File: src/design/ppw_timer_pkg.sv
// constants shared by the pulse period/width timer channel
// assumes a single 100 MHz system clock and an apb register port
`default_nettype none
package ppw_timer_pkg;

    // -----------------------------------------------------------------
    // register map (byte addresses, one aligned word each)
    // -----------------------------------------------------------------
    localparam int ADDR_W = 12;
    localparam logic [11:0] OFS_MODE = 12'h000;
    localparam logic [11:0] OFS_DATA = 12'h004;
    localparam logic [11:0] OFS_START = 12'h008;

    // -----------------------------------------------------------------
    // timer_mode_config field layout
    // -----------------------------------------------------------------
    localparam int MODE_W = 8;
    localparam int BIT_OP_LO = 0;
    localparam int BIT_MEAS_LO = 2;
    localparam int BIT_FREE = 4;
    localparam int BIT_OVF = 5;
    localparam int BIT_CLK_LO = 6;
    localparam logic [7:0] MODE_RST = 8'h00;

    localparam logic [1:0] OP_PULSE_MEAS = 2'h2;
    localparam logic [1:0] MEAS_FALL = 2'h0;
    localparam logic [1:0] MEAS_RISE = 2'h1;
    localparam logic [1:0] MEAS_BOTH = 2'h2;
    localparam logic [1:0] CLK_DIV1 = 2'h0;
    localparam logic [1:0] CLK_DIV8 = 2'h1;
    localparam logic [1:0] CLK_DIV32 = 2'h2;
    localparam logic [1:0] CLK_SUB32 = 2'h3;

    // -----------------------------------------------------------------
    // count start register and divider ratios
    // -----------------------------------------------------------------
    localparam int BIT_START = 0;
    localparam int BIT_VALID = 1;
    localparam int CNT_W = 16;
    localparam int DIV_W = 5;
    localparam logic [4:0] DIV8_LAST = 5'h07;
    localparam logic [4:0] DIV32_LAST = 5'h1f;
    localparam logic [4:0] SUB32_LAST = 5'h1f;

    typedef enum logic [1:0] {
        CAP_IDLE,
        CAP_FIRST,
        CAP_SECOND,
        CAP_RUN
    } cap_state_e;

endpackage
`default_nettype wire

File: src/design/pulse_edge_if.sv
// edge events of the measurement pulse, detector to timer core
// assumes both ends run on mclk
`timescale 1ns/10ps
`default_nettype none
interface pulse_edge_if;
    logic rise;
    logic fall;
    modport src (output rise, output fall);
    modport dst (input rise, input fall);
endinterface
`default_nettype wire

File: src/design/pulse_edge_detect.sv
// synchroniser and edge detector for the measurement pulse pin
// assumes the pin is asynchronous to mclk
`timescale 1ns/10ps
`default_nettype none
module pulse_edge_detect (
    input wire logic mclk,
    input wire logic resetn,
    input wire logic pin,
    pulse_edge_if.src ev
);
    logic [2:0] sync_q;
    logic [2:0] sync_d;
    logic level_q;
    logic level_d;
    logic rise_q;
    logic rise_d;
    logic fall_q;
    logic fall_d;

    // -----------------------------------------------------------------
    // a change counts only once stages two and three agree
    // -----------------------------------------------------------------
    always_comb begin
        sync_d = {sync_q[1:0], pin};
        level_d = level_q;
        rise_d = 1'b0;
        fall_d = 1'b0;
        if (sync_q[1] == sync_q[2] && sync_q[2] != level_q) begin
            level_d = sync_q[2];
            rise_d = sync_q[2];
            fall_d = ~sync_q[2];
        end
    end

    always_ff @(posedge mclk or negedge resetn) begin
        if (!resetn) begin
            sync_q <= 3'h0;
            level_q <= 1'b0;
            rise_q <= 1'b0;
            fall_q <= 1'b0;
        end else begin
            sync_q <= sync_d;
            level_q <= level_d;
            rise_q <= rise_d;
            fall_q <= fall_d;
        end
    end

    assign ev.rise = rise_q;
    assign ev.fall = fall_q;

    property p_edge_level;
        @(posedge mclk) disable iff (!resetn)
        rise_q |-> level_q && !fall_q;
    endproperty
    a_edge_level: assert property (p_edge_level)
        else $error("rise event without high settled level");

endmodule
`default_nettype wire

File: src/design/count_src_prescaler.sv
// count source selection: system clock taps and sub clock / 32
// assumes the sub clock pin is asynchronous and much slower than mclk
`timescale 1ns/10ps
`default_nettype none
module count_src_prescaler (
    input wire logic mclk,
    input wire logic resetn,
    input wire logic sub_clk_pin,
    input wire logic [1:0] sel,
    output logic tick
);
    logic [4:0] div_q;
    logic [4:0] div_d;
    logic [4:0] sub_q;
    logic [4:0] sub_d;
    logic [2:0] sync_q;
    logic [2:0] sync_d;
    logic sub_lvl_q;
    logic sub_lvl_d;
    logic tick_q;
    logic tick_d;
    logic sub_rise;

    // -----------------------------------------------------------------
    // free-running dividers, one selected tap becomes the tick
    // -----------------------------------------------------------------
    always_comb begin
        sync_d = {sync_q[1:0], sub_clk_pin};
        sub_lvl_d = sub_lvl_q;
        sub_rise = 1'b0;
        if (sync_q[1] == sync_q[2] && sync_q[2] != sub_lvl_q) begin
            sub_lvl_d = sync_q[2];
            sub_rise = sync_q[2];
        end
        div_d = div_q + 5'h01;
        sub_d = sub_rise ? sub_q + 5'h01 : sub_q;
        case (sel)
            ppw_timer_pkg::CLK_DIV1: tick_d = 1'b1;
            ppw_timer_pkg::CLK_DIV8:
                tick_d = div_q[2:0] == ppw_timer_pkg::DIV8_LAST[2:0];
            ppw_timer_pkg::CLK_DIV32:
                tick_d = div_q == ppw_timer_pkg::DIV32_LAST;
            default:
                tick_d = sub_rise && sub_q == ppw_timer_pkg::SUB32_LAST;
        endcase
    end

    always_ff @(posedge mclk or negedge resetn) begin
        if (!resetn) begin
            div_q <= 5'h00;
            sub_q <= 5'h00;
            sync_q <= 3'h0;
            sub_lvl_q <= 1'b0;
            tick_q <= 1'b0;
        end else begin
            div_q <= div_d;
            sub_q <= sub_d;
            sync_q <= sync_d;
            sub_lvl_q <= sub_lvl_d;
            tick_q <= tick_d;
        end
    end

    assign tick = tick_q;

    property p_div8_gap;
        @(posedge mclk) disable iff (!resetn)
        (tick_q && sel == ppw_timer_pkg::CLK_DIV8 && $stable(sel))
            |=> (!tick_q || sel != ppw_timer_pkg::CLK_DIV8) [*7];
    endproperty
    a_div8_gap: assert property (p_div8_gap)
        else $error("div8 tick came early");

endmodule
`default_nettype wire

File: src/design/pulse_period_width_timer.sv
// timer channel in pulse period / pulse width measurement mode
// assumes an apb master on mclk, an async pulse pin and a sub clock pin
//
// Local design decisions: the register addresses and register access over APB.
`timescale 1ns/10ps
`default_nettype none
// What this block does
// mode field value 10 selects pulse period or width measurement
// counter counts up; at effective edge copies into reload, restarts
// counting runs while the count start flag is 1, halts at 0
// edge select: 00 fall-fall, 01 rise-rise, 10 both edges, 11 forbidden
// request on every effective edge except the first after start
// overflow raises a request and sets the overflow flag together
// mode write after a count cycle with flag set clears the flag
// overflow flag is read-only; writes do not change it
// data register reads return the reload register, not the counter
// data read is undefined until the second edge is captured
// writes to the data register change neither counter nor reload
// the pin is the measurement pulse input, its edges sampled
// unassigned mode bit written 0, read value undefined
// count source field bits 7:6 selects div1, div8, div32, sub div32
// sixteen bit counter; overflow is the wrap from all ones
module pulse_period_width_timer #(
    parameter int CNT_W = ppw_timer_pkg::CNT_W
) (
    input wire logic mclk,
    input wire logic resetn,
    input wire logic [11:0] paddr,
    input wire logic psel,
    input wire logic penable,
    input wire logic pwrite,
    input wire logic [31:0] pwdata,
    output logic [31:0] prdata,
    output logic pready,
    output logic pslverr,
    input wire logic measure_pulse_pin,
    input wire logic sub_clock_pin,
    output logic irq_req
);
    pulse_edge_if ev ();

    logic tick;
    logic [1:0] op_q;
    logic [1:0] op_d;
    logic [1:0] meas_q;
    logic [1:0] meas_d;
    logic [1:0] clk_q;
    logic [1:0] clk_d;
    logic start_q;
    logic start_d;
    logic ovf_q;
    logic ovf_d;
    logic arm_q;
    logic arm_d;
    logic [CNT_W-1:0] cnt_q;
    logic [CNT_W-1:0] cnt_d;
    logic [CNT_W-1:0] reload_q;
    logic [CNT_W-1:0] reload_d;
    ppw_timer_pkg::cap_state_e st_q;
    ppw_timer_pkg::cap_state_e st_d;
    logic irq_q;
    logic irq_d;
    logic [31:0] rdata_q;
    logic [31:0] rdata_d;
    logic ready_q;
    logic ready_d;
    logic err_q;
    logic err_d;
    logic setup;
    logic done;
    logic wr_mode;
    logic wr_data;
    logic wr_start;
    logic counting;
    logic meas_edge;
    logic ovf_evt;
    logic [7:0] mode_rd;

    // -----------------------------------------------------------------
    // sources: pin edges and the prescaled count tick
    // -----------------------------------------------------------------
    pulse_edge_detect u_edge (
        .mclk(mclk),
        .resetn(resetn),
        .pin(measure_pulse_pin),
        .ev(ev)
    );

    count_src_prescaler u_src (
        .mclk(mclk),
        .resetn(resetn),
        .sub_clk_pin(sub_clock_pin),
        .sel(clk_q),
        .tick(tick)
    );

    function automatic logic is_effective(input logic [1:0] sel,
                                          input logic rise,
                                          input logic fall);
        case (sel)
            ppw_timer_pkg::MEAS_FALL: is_effective = fall;
            ppw_timer_pkg::MEAS_RISE: is_effective = rise;
            ppw_timer_pkg::MEAS_BOTH: is_effective = rise | fall;
            // forbidden setting: no edge is effective
            default: is_effective = 1'b0;
        endcase
    endfunction

    // -----------------------------------------------------------------
    // apb decode: no wait state; read data leaves a flop loaded in the setup cycle
    // -----------------------------------------------------------------
    assign setup = psel && !penable;
    assign done = psel && penable && ready_q;
    assign wr_mode = done && pwrite && paddr == ppw_timer_pkg::OFS_MODE;
    assign wr_data = done && pwrite && paddr == ppw_timer_pkg::OFS_DATA;
    assign wr_start = done && pwrite && paddr == ppw_timer_pkg::OFS_START;

    always_comb begin
        mode_rd = ppw_timer_pkg::MODE_RST;
        mode_rd[ppw_timer_pkg::BIT_OP_LO +: 2] = op_q;
        mode_rd[ppw_timer_pkg::BIT_MEAS_LO +: 2] = meas_q;
        // unassigned bit is undefined to software; reads give 0
        mode_rd[ppw_timer_pkg::BIT_FREE] = 1'b0;
        mode_rd[ppw_timer_pkg::BIT_OVF] = ovf_q;
        mode_rd[ppw_timer_pkg::BIT_CLK_LO +: 2] = clk_q;
    end

    always_comb begin
        rdata_d = rdata_q;
        err_d = err_q;
        ready_d = 1'b0;
        if (setup) begin
            ready_d = 1'b1;
            rdata_d = 32'h0000_0000;
            err_d = 1'b0;
            if (paddr == ppw_timer_pkg::OFS_MODE) begin
                rdata_d[ppw_timer_pkg::MODE_W-1:0] = mode_rd;
            end else if (paddr == ppw_timer_pkg::OFS_DATA) begin
                rdata_d[CNT_W-1:0] = reload_q;
            end else if (paddr == ppw_timer_pkg::OFS_START) begin
                rdata_d[ppw_timer_pkg::BIT_START] = start_q;
                // valid only once the second edge has been captured
                rdata_d[ppw_timer_pkg::BIT_VALID] =
                    st_q == ppw_timer_pkg::CAP_RUN;
            end else begin
                err_d = 1'b1;
            end
        end
    end

    // -----------------------------------------------------------------
    // configuration and overflow flag
    // -----------------------------------------------------------------
    assign counting = start_q &&
                      op_q == ppw_timer_pkg::OP_PULSE_MEAS;
    assign meas_edge = counting && st_q != ppw_timer_pkg::CAP_IDLE &&
                       is_effective(meas_q, ev.rise, ev.fall);
    // a stale full count in the restart cycle is no overflow
    assign ovf_evt = counting && tick && !meas_edge &&
                     st_q != ppw_timer_pkg::CAP_IDLE &&
                     cnt_q == {CNT_W{1'b1}};

    always_comb begin
        op_d = op_q;
        meas_d = meas_q;
        clk_d = clk_q;
        start_d = start_q;
        ovf_d = ovf_q;
        arm_d = arm_q;
        if (wr_mode) begin
            op_d = pwdata[ppw_timer_pkg::BIT_OP_LO +: 2];
            meas_d = pwdata[ppw_timer_pkg::BIT_MEAS_LO +: 2];
            clk_d = pwdata[ppw_timer_pkg::BIT_CLK_LO +: 2];
        end
        if (wr_start) begin
            start_d = pwdata[ppw_timer_pkg::BIT_START];
        end
        // the written overflow bit is never looked at, see
        if (ovf_q && start_q && tick) begin
            arm_d = 1'b1;
        end
        if (wr_mode && arm_q) begin
            ovf_d = 1'b0;
            arm_d = 1'b0;
        end
        // an overflow in the clearing cycle wins and re-arms later
        if (ovf_evt) begin
            ovf_d = 1'b1;
            arm_d = 1'b0;
        end
    end

    // -----------------------------------------------------------------
    // counter, reload capture, edge sequencing and request
    // -----------------------------------------------------------------
    always_comb begin
        cnt_d = cnt_q;
        reload_d = reload_q;
        st_d = st_q;
        irq_d = 1'b0;
        // data register writes fall through untouched here
        if (!counting) begin
            st_d = ppw_timer_pkg::CAP_IDLE;
        end else if (st_q == ppw_timer_pkg::CAP_IDLE) begin
            // fresh start counts from zero
            st_d = ppw_timer_pkg::CAP_FIRST;
            cnt_d = '0;
        end else if (meas_edge) begin
            reload_d = cnt_q;
            cnt_d = '0;
            case (st_q)
                ppw_timer_pkg::CAP_FIRST: st_d = ppw_timer_pkg::CAP_SECOND;
                default: begin
                    st_d = ppw_timer_pkg::CAP_RUN;
                    irq_d = 1'b1;
                end
            endcase
        end else if (tick) begin
            cnt_d = cnt_q + 1'b1;
            irq_d = ovf_evt;
        end
    end

    always_ff @(posedge mclk or negedge resetn) begin
        if (!resetn) begin
            op_q <= 2'h0;
            meas_q <= 2'h0;
            clk_q <= 2'h0;
            start_q <= 1'b0;
            ovf_q <= 1'b0;
            arm_q <= 1'b0;
            cnt_q <= '0;
            reload_q <= '0;
            st_q <= ppw_timer_pkg::CAP_IDLE;
            irq_q <= 1'b0;
            rdata_q <= 32'h0000_0000;
            ready_q <= 1'b0;
            err_q <= 1'b0;
        end else begin
            op_q <= op_d;
            meas_q <= meas_d;
            clk_q <= clk_d;
            start_q <= start_d;
            ovf_q <= ovf_d;
            arm_q <= arm_d;
            cnt_q <= cnt_d;
            reload_q <= reload_d;
            st_q <= st_d;
            irq_q <= irq_d;
            rdata_q <= rdata_d;
            ready_q <= ready_d;
            err_q <= err_d;
        end
    end

    assign prdata = rdata_q;
    assign pready = ready_q;
    assign pslverr = err_q;
    assign irq_req = irq_q;

    // -----------------------------------------------------------------
    // checks
    // -----------------------------------------------------------------
    property p_mode_gate;
        @(posedge mclk) disable iff (!resetn)
        (op_q != ppw_timer_pkg::OP_PULSE_MEAS) |=> $stable(cnt_q);
    endproperty
    a_mode_gate: assert property (p_mode_gate)
        else $error("counter moved outside measurement mode");

    property p_capture;
        @(posedge mclk) disable iff (!resetn)
        meas_edge |=> reload_q == $past(cnt_q) && cnt_q == '0;
    endproperty
    a_capture: assert property (p_capture)
        else $error("edge did not capture and restart");

    property p_stopped;
        @(posedge mclk) disable iff (!resetn)
        !start_q |=> $stable(cnt_q) && $stable(reload_q);
    endproperty
    a_stopped: assert property (p_stopped)
        else $error("counter moved while stopped");

    property p_fall_only;
        @(posedge mclk) disable iff (!resetn)
        (meas_q == ppw_timer_pkg::MEAS_FALL && !ev.fall) |=> $stable(reload_q);
    endproperty
    a_fall_only: assert property (p_fall_only)
        else $error("capture without falling edge");

    property p_first_quiet;
        @(posedge mclk) disable iff (!resetn)
        (meas_edge && st_q == ppw_timer_pkg::CAP_FIRST) |=> !irq_q;
    endproperty
    a_first_quiet: assert property (p_first_quiet)
        else $error("request on first edge");

    property p_later_irq;
        @(posedge mclk) disable iff (!resetn)
        (meas_edge && st_q != ppw_timer_pkg::CAP_FIRST) |=> irq_q;
    endproperty
    a_later_irq: assert property (p_later_irq)
        else $error("no request on measurement edge");

    property p_ovf_set;
        @(posedge mclk) disable iff (!resetn)
        ovf_evt |=> ovf_q && irq_q && cnt_q == '0;
    endproperty
    a_ovf_set: assert property (p_ovf_set)
        else $error("overflow not flagged with request");

    property p_ovf_clear;
        @(posedge mclk) disable iff (!resetn)
        (wr_mode && arm_q && !ovf_evt) |=> !ovf_q;
    endproperty
    a_ovf_clear: assert property (p_ovf_clear)
        else $error("armed mode write kept overflow flag");

    property p_ovf_ro;
        @(posedge mclk) disable iff (!resetn)
        (wr_mode && !arm_q && !ovf_evt) |=> ovf_q == $past(ovf_q);
    endproperty
    a_ovf_ro: assert property (p_ovf_ro)
        else $error("overflow flag changed by write");

    property p_read_reload;
        @(posedge mclk) disable iff (!resetn)
        (setup && paddr == ppw_timer_pkg::OFS_DATA)
            |=> pready && prdata[CNT_W-1:0] == $past(reload_q);
    endproperty
    a_read_reload: assert property (p_read_reload)
        else $error("data read not from reload register");

    property p_data_wr;
        @(posedge mclk) disable iff (!resetn)
        (wr_data && !meas_edge) |=> $stable(reload_q);
    endproperty
    a_data_wr: assert property (p_data_wr)
        else $error("data write altered reload");

endmodule
`default_nettype wire

File: config.mk
export PLATFORM = sky130hd
export DESIGN_NAME = pulse_period_width_timer
export DESIGN_NICKNAME = d
export VERILOG_FILES = /design/src/design/ppw_timer_pkg.sv /design/src/design/pulse_edge_if.sv /design/src/design/pulse_edge_detect.sv /design/src/design/count_src_prescaler.sv /design/src/design/pulse_period_width_timer.sv
export SDC_FILE = /design/constraint.sdc
export NUM_CORES = 1
export LEC_CHECK = 0
export ABC_AREA = 1
export CELL_PAD_IN_SITES_DETAIL_PLACEMENT = 2
export CELL_PAD_IN_SITES_GLOBAL_PLACEMENT = 2
export CORE_ASPECT_RATIO = 0.5
export CORE_MARGIN = 3
export CORE_UTILIZATION = 33
export DETAILED_ROUTE_END_ITERATION = 8
export DONT_BUFFER_PORTS = 1
export PLACE_DENSITY = 0.84
export SLEW_MARGIN = 20
export SYNTH_ARGS = -nofsm -noshare
export SYNTH_HDL_FRONTEND = slang
export SYNTH_SLANG_ARGS = --single-unit
File: constraint.sdc
create_clock -name mclk -period 1.3 [get_ports mclk]
set_clock_uncertainty 0.1 [all_clocks]
set_input_delay 0.13 -clock mclk [delete_from_list [all_inputs] [get_ports mclk]]
set_output_delay 0.13 -clock mclk [all_outputs]
set_load 0.05 [all_outputs]
* After elaboration in Yosys (flattened, before gate mapping)
Index checks and enable logic that the tools add are counted. Widths: inputs -> output; s select.
Storage, ports and cells: register bits after elaboration 83, bits in latches 0, memory bits (writable) 0, ROM bits 0, output and inout port bits 35, word-level logic and storage cells 108, memories 0
Cells by class: add/subtract/negate cells 3, multiply operators 0, divide/modulo/power cells 0, order comparisons 0, equal/unequal tests 18, shift-type cells 0, multiplexer cells 31, bitwise logic cells 3, reductions and logical operators 31
Operator list (count):
- $mux 16 | 3
- $logic_and 1x1->1 | 19
- $mux 1 | 18
- $add 16x1->16 const B | 1
- $eq 16x16->1 const B | 1
- $mux 8 | 2
- $mux 14 | 1
- $eq 12x3->1 const B | 1
- $eq 12x4->1 const B | 1
- $logic_not 12->1 | 1
- $add 5x1->5 const B | 2
- $eq 5x5->1 const B | 2
- $mux 2 | 5
- $eq 2x2->1 const B | 4
- $eq 2x1->1 const B | 3
- $logic_not 2->1 | 3
- $pmux 1 s3 | 2
- $reduce_bool 3->1 | 2
- $reduce_bool 2->1 | 2
- $eq 3x3->1 const B | 1
- $ne 3x1->1 const B | 1
- $reduce_and 3->1 | 1
- $eq 1x1->1 | 2
- $logic_not 1->1 | 2
- 4 further kinds | 6

* Longest topological paths before layout
Gate-level depths: netlist (run 1).
depth in word-level cells 12, mapped depth 10, mapped depth without buffers 9

* By module
From an unflattened synthesis (run 1), not the netlist that was laid out.
Second synthesis, totals: cells, all modules 443, area, all modules 4001.3 um^2
Modules (own cells, without submodules):
- pulse_period_width_timer | times used 1, cells each 376, area an instance 3196.8 um^2, seq. area each 1551.5 um^2
- count_src_prescaler | times used 1, cells each 55, area an instance 629.4 um^2, seq. area each 375.4 um^2
- pulse_edge_detect | times used 1, cells each 12, area an instance 175.2 um^2, seq. area each 150.1 um^2

* Least setup slack after synthesis (run 1)
OpenSTA, ideal clock, no wires.
kind flip-flop to flip-flop, start register ready_q, in the netlist pready, end register arm_q, data arrival time 1.269 ns, data required time 1.080 ns, setup slack -0.189 ns, cell stages (with the launch flop) 6, buffers on the path 0, clock period less this slack 1.489 ns, cells stage by stage dfrtp_1 nand4_1 nor2_4 nand2_1 o21ai_0 nor2_1
Between the ends: cells in the longest elaborated chain, start to end 6, elaborated cells on any way between the ends 7
RTL lines:
- start, declared | RTL line pulse_period_width_timer.sv:65 | logic ready_q;
- start signal, assigned | RTL line pulse_period_width_timer.sv:251 | ready_q <= ready_d;
- $logic_and 1x1->1 (*) | RTL line pulse_period_width_timer.sv:113 | assign done = psel && penable && ready_q;
- $logic_and 1x1->1 (*) (2 in series) | RTL line pulse_period_width_timer.sv:114 | assign wr_mode = done && pwrite && paddr == ppw_timer_pkg::OFS_MODE;
- $logic_and 1x1->1 (*) | RTL line pulse_period_width_timer.sv:182 | if (wr_mode && arm_q) begin
- $mux 1 | RTL line pulse_period_width_timer.sv:182
- $mux 1 | RTL line pulse_period_width_timer.sv:187 | if (ovf_evt) begin
- end signal, assigned | RTL line pulse_period_width_timer.sv:245 | arm_q <= arm_d;
- end, declared | RTL line pulse_period_width_timer.sv:53 | logic arm_q;
Every way passes the cells marked *; elsewhere a longest branch is shown, timed or not. A chain may end at the register's enable or synchronous reset.

* Final worst setup path (run 1)
start register start_q, end register cnt_q[4]
Between the ends: cells in the longest elaborated chain, start to end 5, elaborated cells on any way between the ends 7
RTL lines:
- start, declared | RTL line pulse_period_width_timer.sv:49 | logic start_q;
- start signal, assigned | RTL line pulse_period_width_timer.sv:243 | start_q <= start_d;
- $logic_and 1x1->1 (*) | RTL line pulse_period_width_timer.sv:154 | assign counting = start_q &&
- $logic_and 1x1->1 (2 in series) | RTL line pulse_period_width_timer.sv:156 | assign meas_edge = counting && st_q != ppw_timer_pkg::CAP_IDLE &&
- $reduce_bool 3->1 (no line) / $mux 16 (equally long branches)
- $reduce_and 2->1 (no line) / $mux 16 (equally long branches)
- end signal, assigned | RTL line pulse_period_width_timer.sv:246 | cnt_q <= cnt_d;
- end, declared | RTL line pulse_period_width_timer.sv:55 | logic [CNT_W-1:0] cnt_q;
Marked as above.

==> results by group, run 1 <==
Die
  • DIE WIDTH: 159 um
  • Core Rows: 27
  • Io pins: 86
  • Die Height: 82.7 um
  • Die Area: 13200 um^2
  • Initial Util: 34.5%
  • Core area: 11200 um^2

Power
  • Sw frac: 30.7%
  • Pwr Total: 6.14 mW
  • Pwr dens: 974 nW/um^2
  • Net switching power: 1.88 mW
  • Clock Power Share: 44.9%
  • Flop pwr share: 45.3%
  • Logic gate share of total power: 9.8%
  • Maximum VDD drop: 1210 uV
  • Internal power: 4.25 mW
  • Leak: 2.98 nW

Worst hold path
  • Worst Hold Class: input port to asynchronous set/reset pin

Final layout
  • Finished Core Util: 56.0%
  • Commonest non-fill, non-tap cells in the layout: 100 x nand2_1, 91 x buf_4, 79 x dfrtp_1, 28 x nand2_4, 26 x inv_1
  • Non-filler cells, final: 757
  • Layout cells sized above 1: 49.2%
  • Finished Cell Area: 6300 um^2
  • Most common cell after layout, fill and taps aside: nand2_1
  • Fin nets: 650
  • Area Growth Syn to Fin: 62.1%
  • # diodes: 0

Route
  • DRC: 0
  • Via count: 4399
  • DRT Pass-1 Iters: 5
  • Vias per Instance: 5.81
  • Total Wirelength: 26.4 mm
  • Routed length per instance: 34.9 um
  • Initial detailed-routing violation count: 507
  • Routed Antenna Nets: 0

Setup path
  • Worst Setup SP: start_q
  • CP top delay family: simple AND/OR/NAND/NOR gates
  • Max incr delay on CP: 0.47 ns
  • Crit path max fanout: 3
  • Worst Path Required: 1.42 ns
  • Worst Path Arrival: 2.16 ns
  • Critical Path Sink Type: register
  • R2R Path Start: start_q
  • CP bufs+invs: 1
  • Cells along the critical path: nand2_2 > nor2_4 > buf_6 > nand4_1 > nor2_2 > xor2_1 > nor2_1
  • CP Class: register to register
  • Critical-path top delay cell: dfrtp_1
  • Startpoint Class: register

Clock tree
  • Clk root buf: clkbuf_16
  • CTS sink count: 83
  • Max clock buf depth: 2
  • Reg clk slew, reported paths: 0.08 ns
  • Hold bufs inserted after CTS: 9
  • H-tree levels: 3
  • Number of buffers created by CTS: 9
  • CTS tree: yes
  • Worst skew pair latency: 0.37 ns

STA
  • Worst setup margin: -0.737 ns
  • Count of final max-slew check failures: 0
  • Hold Slack: -0.655 ns
  • Final worst path period share: 157%
  • Slew Limit Headroom: 63.1%
  • FMAX: 0.491 GHz
  • Final hold vios: 83
  • Tightest Pin Transition: 0.554 ns
  • Final setup violation count: 51
  • Min cycle time layout: 2.04 ns
  • Setup TNS: -19.10 ns
  • RSZ-0062 raised after global routing: yes

Global routing
  • Vias in the first global route: 4630
  • GRT overflow: 0
  • Initial antenna violation count: 2
  • Largest net degree at the start of global routing: 84
  • All-layer global routing usage: 33.3%
  • Global-route wire length before repair: 31.4 mm

Yosys
  • Share of the synthesized area in the top cell type: 53.5%
  • Sequential area share after synthesis: 53.5%
  • Number of synthesized flops with an enable pin: 0
  • Dominant synthesized flop cell: dfrtp_1
  • Synth Register Bits: 83
  • Synthesized instance count: 462
  • Synth warn: 0
  • Synth async-reset ratio: 100%
  • Mean Syn Cell Area: 8.41 um^2
  • Largest area contributor in the netlist: dfrtp_1
  • Cell variety after synth: 33
  • Netlist area before placement: 3880 um^2
  • Largest cells by area after synthesis: dfrtp_1 53%, nand2_1 15%, nand3_1 5.0%

Placement
  • GP Congestion: 0.845
  • Hpwl dp: 10.7 mm
  • Port buffer count: 0
  • Placed Instance Area: 4680 um^2
  • Dpl cells: 698

Status
  • Outcome: finished, violations left
  • Failing checks: hold timing, setup timing

Run
  • Max-cap check violation count: 0
[cells in the mapped netlist, types with 2 or more instances]
| library cell | instances |
|---|---|
| nand2_1 | 151 |
| dfrtp_1 | 83 |
| nor2_1 | 44 |
| nand3_1 | 39 |
| inv_1 | 31 |
| o21ai_1 | 24 |
| buf_4 | 17 |
| nand4_1 | 10 |
| o21ai_0 | 8 |
| inv_2 | 7 |
| ha_1 | 6 |
| xor2_1 | 6 |
| nor3_1 | 5 |
| buf_2 | 4 |
| a21oi_1 | 3 |
| nor2_2 | 3 |
| xnor2_1 | 3 |
| nand2_2 | 2 |
| nor2_4 | 2 |
[power by group through the flow]
stage          clock network [mW]  logic [mW]  registers [mW]
2_1_floorplan                   0       0.279            2.80
3_3_place_gp                    0       0.353            2.78
3_5_place_dp                    0       0.378            2.80
4_1_cts                      2.59       0.418            2.75
5_1_grt                      2.83       0.626            2.79
6_report                     2.75       0.600            2.78
[state kept, by name, summed over array words and instances (netlist names), 2 cells and up]
register,count
u_edge.sync_q,3
u_src.div_q,5
reload_q,16
u_src.sync_q,3
meas_q,2
st_q,2
clk_q,2
op_q,2
u_src.sub_q,5
prdata,16
cnt_q,16
[cell families (layout without fill, tap and decap cells)]
| group | count (synthesis) | in the layout | share of synthesized area [%] |
|---|---|---|---|
| flops | 83 | 83 | 53.5 |
| xor+xnor | 9 | 9 | 2.03 |
| fa+ha+maj | 6 | 6 | 1.93 |
| compound gates | 37 | 37 | 4.93 |
| other cells | 1 | 16 | 0.0965 |
| simple gates | 263 | 263 | 29.4 |
| buf+inv | 63 | 184 | 8.12 |
[stage by stage]
stage                     setup slack [ns]  hold WS [ns]
after floorplan                    -0.0724        -0.266
after global placement              -0.245        -0.264
after detailed placement            -0.380        -0.264
after CTS                           -0.347        -0.641
after global routing                -0.747        -0.659
final                               -0.737        -0.655
[final timing paths]
| check | end | slack (ns) | cells past startpoint |
|---|---|---|---|
| worst max-delay path | cnt_q[4] | -0.74 | 7 |
| worst min-delay path | st_q[0] | -0.65 | 0 |
| worst max register to register | cnt_q[4] | -0.74 | 7 |
| worst min register to register | u_edge.sync_q[1] | 0.27 | 0 |
| max in group asynchronous | cnt_q[5] | 1.59 | 0 |
| min in group mclk | prdata[0] | 0.10 | 5 |
[routing by layer]
metal	routed length, um	global-route usage [%]	vias up	share of wire [%]
li1	-	-	1706	-
met1	10800	38.7	2258	41
met2	11500	59.2	318	44
met3	2610	8.12	113	9.9
met4	1470	16.8	4	5.6
met5	24	0	-	0.091
[repair_timing]
action | 4_1_cts | 5_1_grt
gates resized for setup | 72 | 160
hold endpoints to repair | 92 | 83
endpoints found under the setup margin | 40 | 53
setup buffers | 13 | 16
gates cloned | 2 | 3
pin swaps | 20 | 37
[area by class of cell]
cell class	instances	area, um^2
clock buffers	10	239
clock inverters	6	47.5
fillers	1155	4950
inverters	40	184
multi-input cells	331	2360
flip-flops and latches	83	2080
well taps	159	199
repair buffers	126	1160
repair inverters	2	20.0
(Power assumes the default switching activity.)
==> run 2, diff against run 1 <==
--- a/config.mk
+++ b/config.mk
@@ -10,11 +10,12 @@
 export CELL_PAD_IN_SITES_GLOBAL_PLACEMENT = 2
 export CORE_ASPECT_RATIO = 0.5
 export CORE_MARGIN = 3
-export CORE_UTILIZATION = 33
+export CORE_UTILIZATION = 34
 export DETAILED_ROUTE_END_ITERATION = 8
 export DONT_BUFFER_PORTS = 1
 export PLACE_DENSITY = 0.84
 export SLEW_MARGIN = 20
 export SYNTH_ARGS = -nofsm -noshare
 export SYNTH_HDL_FRONTEND = slang
+export SYNTH_HIERARCHICAL = 1
 export SYNTH_SLANG_ARGS = --single-unit
==> run 2 against run 1 <==
The run still ends with hold timing, setup timing left. Fmax decreased by 0.91%. Area after synthesis rose by 3.0%. Wire length grew 4.7%. Combinational power grew 21%. Flip-flop and latch count stayed put. Via count grew 3.2%. Synthesized cell count fell by 4.1%. Global-route usage rose by 3.4 points. Critical path type unchanged. Largest cell class unchanged. Largest power group unchanged.
==> results by group, run 2 <==
Status
  • Outcome: finished, violations left
  • Failing checks: hold timing, setup timing

Clock tree
  • Worst skew pair latency: 0.38 ns
  • CTS sink count: 83
  • H-tree levels: 3
  • Hold bufs inserted after CTS: 9
  • Max clock buf depth: 2
  • Clk root buf: clkbuf_16
  • Reg clk slew, reported paths: 0.09 ns
  • CTS tree: yes
  • Number of buffers created by CTS: 9

Route
  • Routed length per instance: 37.3 um
  • Total Wirelength: 27.6 mm
  • Initial detailed-routing violation count: 605
  • Routed Antenna Nets: 0
  • Vias per Instance: 6.14
  • Via count: 4541
  • DRC: 0
  • DRT Pass-1 Iters: 5

Yosys
  • Synth warn: 6
  • Mean Syn Cell Area: 9.03 um^2
  • Synth Area in Compound Gates: 7.85%
  • Largest cells by area after synthesis: dfrtp_1 52%, nand2_1 11%, nand3_1 4.6%
  • Synth Area in Adders: 1.88%
  • Cell variety after synth: 38
  • Sequential area share after synthesis: 51.9%
  • Synth Register Bits: 83
  • Number of synthesized flops with an enable pin: 0
  • Synthesized instance count: 443
  • Post-synthesis mux area share: 0.844%
  • Synth async-reset ratio: 100%
  • Share of the synthesized area in the top cell type: 51.9%
  • Netlist area before placement: 4000 um^2
  • Largest area contributor in the netlist: dfrtp_1
  • Largest family of logic cells by synthesized area: simple AND/OR/NAND/NOR gates
  • Post-synth top cells: 120 x nand2_1, 83 x dfrtp_1, 38 x inv_1, 37 x nand3_1, 28 x o21ai_0
  • Xor/xnor cell area share of the yosys netlist: 0.876%
  • Most frequent cell after synthesis: nand2_1
  • Post-synthesis simple-gate area fraction: 27.1%
  • Dominant synthesized flop cell: dfrtp_1

Placement
  • Hpwl dp: 11.0 mm
  • Dpl cells: 672
  • GP Congestion: 0.835
  • Placement Setup Slack: -0.530 ns
  • Port buffer count: 0

STA
  • Final setup violation count: 50
  • Worst setup margin: -0.755 ns
  • Count of final max-slew check failures: 0
  • Hold Slack: -0.665 ns
  • FMAX: 0.487 GHz
  • RSZ-0062 raised after global routing: yes
  • Final worst path period share: 158%
  • Tightest Pin Transition: 0.571 ns
  • Setup TNS: -20.28 ns
  • Final hold vios: 84
  • Min cycle time layout: 2.06 ns
  • Slew Limit Headroom: 61.9%

Setup path
  • Worst Path Arrival: 2.20 ns
  • Worst Path Required: 1.45 ns
  • Critical Path Sink Type: register
  • CP Class: register to register
  • Startpoint Class: register
  • Worst Setup SP: cnt_q[1]
  • Crit path max fanout: 4
  • R2R Path Start: cnt_q[1]

Run
  • Max-cap check violation count: 0

Die
  • DIE WIDTH: 159 um
  • Io pins: 86
  • Initial Util: 35.6%
  • Core area: 11200 um^2
  • Die Height: 82.7 um
  • Die Area: 13200 um^2
  • Core Rows: 27

Power
  • Clock Power Share: 43.7%
  • Sw frac: 31.3%
  • Pwr Total: 6.21 mW
  • Maximum VDD drop: 1190 uV
  • Leak: 2.97 nW
  • Net switching power: 1.94 mW
  • Logic gate share of total power: 11.7%
  • Pwr dens: 989 nW/um^2
  • Internal power: 4.27 mW
  • Flop pwr share: 44.6%

Worst hold path
  • Worst Hold Class: input port to asynchronous set/reset pin

Final layout
  • Most common cell after layout, fill and taps aside: buf_4
  • Non-filler cells, final: 740
  • Fill cells: 1147
  • Fin nets: 632
  • Commonest non-fill, non-tap cells in the layout: 97 x buf_4, 74 x dfrtp_1, 70 x nand2_1, 31 x nand2_2, 27 x inv_1
  • Area Growth Syn to Fin: 57.0%
  • Layout cells sized above 1: 52.9%

Global routing
  • Largest net degree at the start of global routing: 84
  • All-layer global routing usage: 36.6%
  • Initial antenna violation count: 1
  • Vias in the first global route: 4503
  • Global-route wire length before repair: 33.7 mm
  • GRT overflow: 0
[run 2: cell types whose count changed in the layout (fill, tap and decap cells not counted), sizes merged, moves of 5 or more]
| cell | before | now |
|---|---|---|
| a22o | 0 | 8 |
| buf | 116 | 123 |
| nor2 | 50 | 32 |
| inv | 40 | 45 |
| nand2 | 153 | 127 |
| o21ai | 32 | 39 |
| nand4 | 10 | 15 |
[run 2: through the flow]
| step | hold slack (ns) | cell area, um^2 | util (%) |
|---|---|---|---|
| after floorplan | -0.266 | 4070 | - |
| after global placement | -0.264 | 4710 | 41.9 |
| after detailed placement | -0.264 | 4710 | 41.9 |
| after CTS | -0.642 | 5730 | 51.0 |
| after global routing | -0.673 | 6280 | 55.8 |
| final | -0.665 | 6280 | 55.8 |
[run 2: power by group through the flow]
| stage | clock, mW | combinational, mW | sequential (mW) |
|---|---|---|---|
| floorplan | 0 | 0.312 | 2.80 |
| global placement | 0 | 0.424 | 2.77 |
| detailed placement | 0 | 0.459 | 2.78 |
| CTS | 2.56 | 0.569 | 2.74 |
| global route | 2.84 | 0.749 | 2.77 |
| finish | 2.72 | 0.726 | 2.77 |
[run 2: final cells by class]
type	instances	area, um^2	area share [%]
multi-input combinational	305	2310	36.7
sequential	83	2090	33.2
timing repair buffer	133	1220	19.4
clock buffer	9	225	3.59
tap	159	199	3.17
inverter	43	181	2.89
clock inverter	7	58.8	0.936
antenna	1	2.50	0.0398
[run 2: timing repair]
item	in CTS	in global routing
pin swaps	25	30
buffers inserted	18	22
endpoints found under the setup margin	43	52
cloned	2	1
gates resized for setup	135	98
hold endpoints to repair	94	84
[run 2: final timing paths]
path	to	slack, ns	depth (start not counted)
min in group mclk	prdata[15]	-0.07	3
min reg2reg	u_src/sync_q[1]	0.26	0
max	cnt_q[10]	-0.76	8
min	reload_q[10]	-0.67	0
max in group asynchronous	cnt_q[5]	1.54	0
max reg2reg	cnt_q[10]	-0.76	8
[run 2: routing by layer]
metal | GRT usage (%) | vias to the layer above | part of all wire (%)
met5 | 0 | - | 0.17
met4 | 18.4 | 2 | 6.9
met3 | 11.8 | 158 | 12
met2 | 61.2 | 423 | 42
met1 | 43.7 | 2284 | 39
li1 | - | 1674 | -
[run 2: critical path: stages (launching register included)]
cell and delay (ns):
dfrtp_2 0.46, ha_4 0.20, nand2_8 0.09, nor3_4 0.31
buf_4 0.19, nand2_4 0.05, nand2_2 0.05, nand4_1 0.20
o21ai_1 0.29
[run 2: kinds of logic (layout without fill, tap and decap cells)]
logic type,Yosys count,in the layout
and+or+nand+nor,225,225
buffers and inverters,70,192
muxes,3,3
adders and majority gates,6,6
AOI/OAI and AO/OA,51,51
other,1,17
DFF,83,83
xor gates and xnor gates,4,4
==> run 3, diff against run 2 <==
--- a/config.mk
+++ b/config.mk
@@ -13,6 +13,7 @@
 export CORE_UTILIZATION = 34
 export DETAILED_ROUTE_END_ITERATION = 8
 export DONT_BUFFER_PORTS = 1
+export GPL_TIMING_DRIVEN = 0
 export PLACE_DENSITY = 0.84
 export SLEW_MARGIN = 20
 export SYNTH_ARGS = -nofsm -noshare
==> run 3 against run 2 <==
Critical path type unchanged. Count of clock-buffer cells in the layout unchanged. Non-clock buffer count down 49. The flow still finishes with violations (hold timing, setup timing). Fmax up 7.3%. Hold slack better by 0.016 ns. Power up 6.7%. Final cell count down 6.8%. Worst setup slack better by 0.14 ns. Combinational power down 19%. Global-route usage down 9.9 points. Register-to-register slack better by 0.14 ns.
==> results by group, run 3 (synthesis gave the netlist of run 2 again) <==
STA
  • Worst setup margin: -0.616 ns
  • Final worst path period share: 147%
  • Slew Limit Headroom: 61.0%
  • Tightest Pin Transition: 0.582 ns
  • Min cycle time layout: 1.92 ns
  • Count of final max-slew check failures: 0
  • Hold Slack: -0.650 ns
  • Final setup violation count: 51
  • Final hold vios: 84
  • FMAX: 0.522 GHz
  • RSZ-0062 raised after global routing: yes
  • Setup TNS: -15.57 ns

Setup path
  • CP Class: register to register
  • Worst Path Required: 1.49 ns
  • Worst Path Arrival: 2.11 ns
  • Critical Path Sink Type: register
  • Startpoint Class: register
  • R2R Setup Slk: -0.62 ns
  • Crit path max fanout: 5

Global routing
  • Initial antenna violation count: 0
  • Global-route wire length before repair: 25.8 mm
  • Largest net degree at the start of global routing: 84
  • GRT overflow: 0
  • Vias in the first global route: 4022
  • All-layer global routing usage: 26.7%

Die
  • Core area: 11200 um^2
  • Die Area: 13200 um^2
  • DIE WIDTH: 159 um
  • Io pins: 86
  • Die Height: 82.7 um
  • Initial Util: 35.6%
  • Core Rows: 27

Final layout
  • Fin nets: 583
  • Layout cells sized above 1: 43.3%
  • Finished Core Util: 51.0%
  • Fill cells: 1122
  • Commonest non-fill, non-tap cells in the layout: 78 x nand2_1, 74 x dfrtp_1, 50 x buf_4, 33 x nand3_1, 27 x inv_1
  • Area Growth Syn to Fin: 43.5%
  • # diodes: 0
  • Most common cell after layout, fill and taps aside: nand2_1

Route
  • Routed Antenna Nets: 0
  • DRT Pass-1 Iters: 5
  • Via count: 4012
  • Total Wirelength: 22.1 mm
  • Vias per Instance: 5.81
  • Initial detailed-routing violation count: 560
  • DRC: 0
  • Routed length per instance: 32.0 um

Clock tree
  • Hold bufs inserted after CTS: 8
  • CTS sink count: 83
  • Reg clk slew, reported paths: 0.08 ns
  • Clk root buf: clkbuf_16
  • Number of buffers created by CTS: 9
  • Worst skew pair latency: 0.37 ns
  • CTS tree: yes
  • Max clock buf depth: 2
  • H-tree levels: 3

Placement
  • Port buffer count: 0
  • Hpwl dp: 8.15 mm
  • GP Congestion: 0.842

Power
  • Maximum VDD drop: 647 uV
  • Pwr dens: 1160 nW/um^2
  • Leak: 2.68 nW

Worst hold path
  • Worst Hold Class: input port to asynchronous set/reset pin

Status
  • Failing checks: hold timing, setup timing
  • Outcome: finished, violations left

Run
  • Max-cap check violation count: 0
## run 3: cell count changes in the layout (fill, tap and decap cells not counted), moves of 4 or more
| cell | previous run | this run |
|---|---|---|
| o21ai_2 | 22 | 26 |
| nor2_1 | 15 | 20 |
| buf_4 | 97 | 50 |
| o21ai_4 | 8 | 1 |
| buf_6 | 17 | 12 |
| nand2_2 | 31 | 22 |
| nand3_2 | 11 | 4 |
| nand2_1 | 70 | 78 |
| nand3_1 | 24 | 33 |
## run 3: what timing repair did
action | 4_1_cts | 5_1_grt
endpoints found under the hold margin | 93 | 84
gates cloned | 2 | 4
pin swaps | 17 | 21
gates resized for setup | 88 | 103
setup buffers | 30 | 15
setup endpoints to repair | 46 | 54
## run 3: path summary, 6_finish.rpt
check	from	to	cells after the start
setup / recovery	cnt_q[0]	cnt_q[15]	8
hold / removal	resetn	prdata[11]	0
setup reg to reg	cnt_q[0]	cnt_q[15]	8
hold reg to reg	u_src/sync_q[0]	u_src/sync_q[1]	0
max in group asynchronous	resetn	cnt_q[4]	0
min in group mclk	paddr[3]	prdata[15]	3
## run 3: where the power goes
group          switching [mW]  internal [mW]  leakage (nW)
registers               0.114           2.66          1.08
logic                   0.352          0.233          1.43
clock network            1.34           1.92         0.174
## run 3: layout make-up
class                      instances  area (um^2)  area share, %
sequential                        83         2090           36.4
tap                              159          199           3.46
inverter                          43          175           3.05
timing repair buffer              57          576           10.0
multi-input combinational        305         2080           36.3
clock inverter                     7          130           2.27
buffer                            27          265           4.62
clock buffer                       9          225           3.92
## run 3: per-layer routing
metal	share of wire, %	routed length [um]	global-route usage [%]	vias to the layer above
met5	0	0	0	-
met4	3.8	833	11.9	0
met3	8.3	1840	7.32	77
met2	47	10300	46.9	265
met1	41	9110	31.6	2091
li1	-	-	-	1579
## run 3: stage by stage
stage	cell area (um^2)	setup slack (ns)	hold slack [ns]	total power, mW	instances
floorplan	4070	-0.0716	-0.266	3.11	458
global placement	4260	-0.480	-0.264	3.15	617
detailed placement	4260	-0.556	-0.264	3.18	617
CTS	5190	-0.289	-0.633	6.36	673
global route	5740	-0.639	-0.665	6.82	690
finish	5740	-0.616	-0.650	6.63	690
## run 3: critical path: stages (launching register included)
cell and delay (ns):
dfrtp_1 0.44, buf_4 0.17, nand3_2 0.15, inv_2 0.17, nand3_1 0.11, nor2_1 0.14, xor2_1 0.24, nand2_1 0.15
nand2_1 0.15
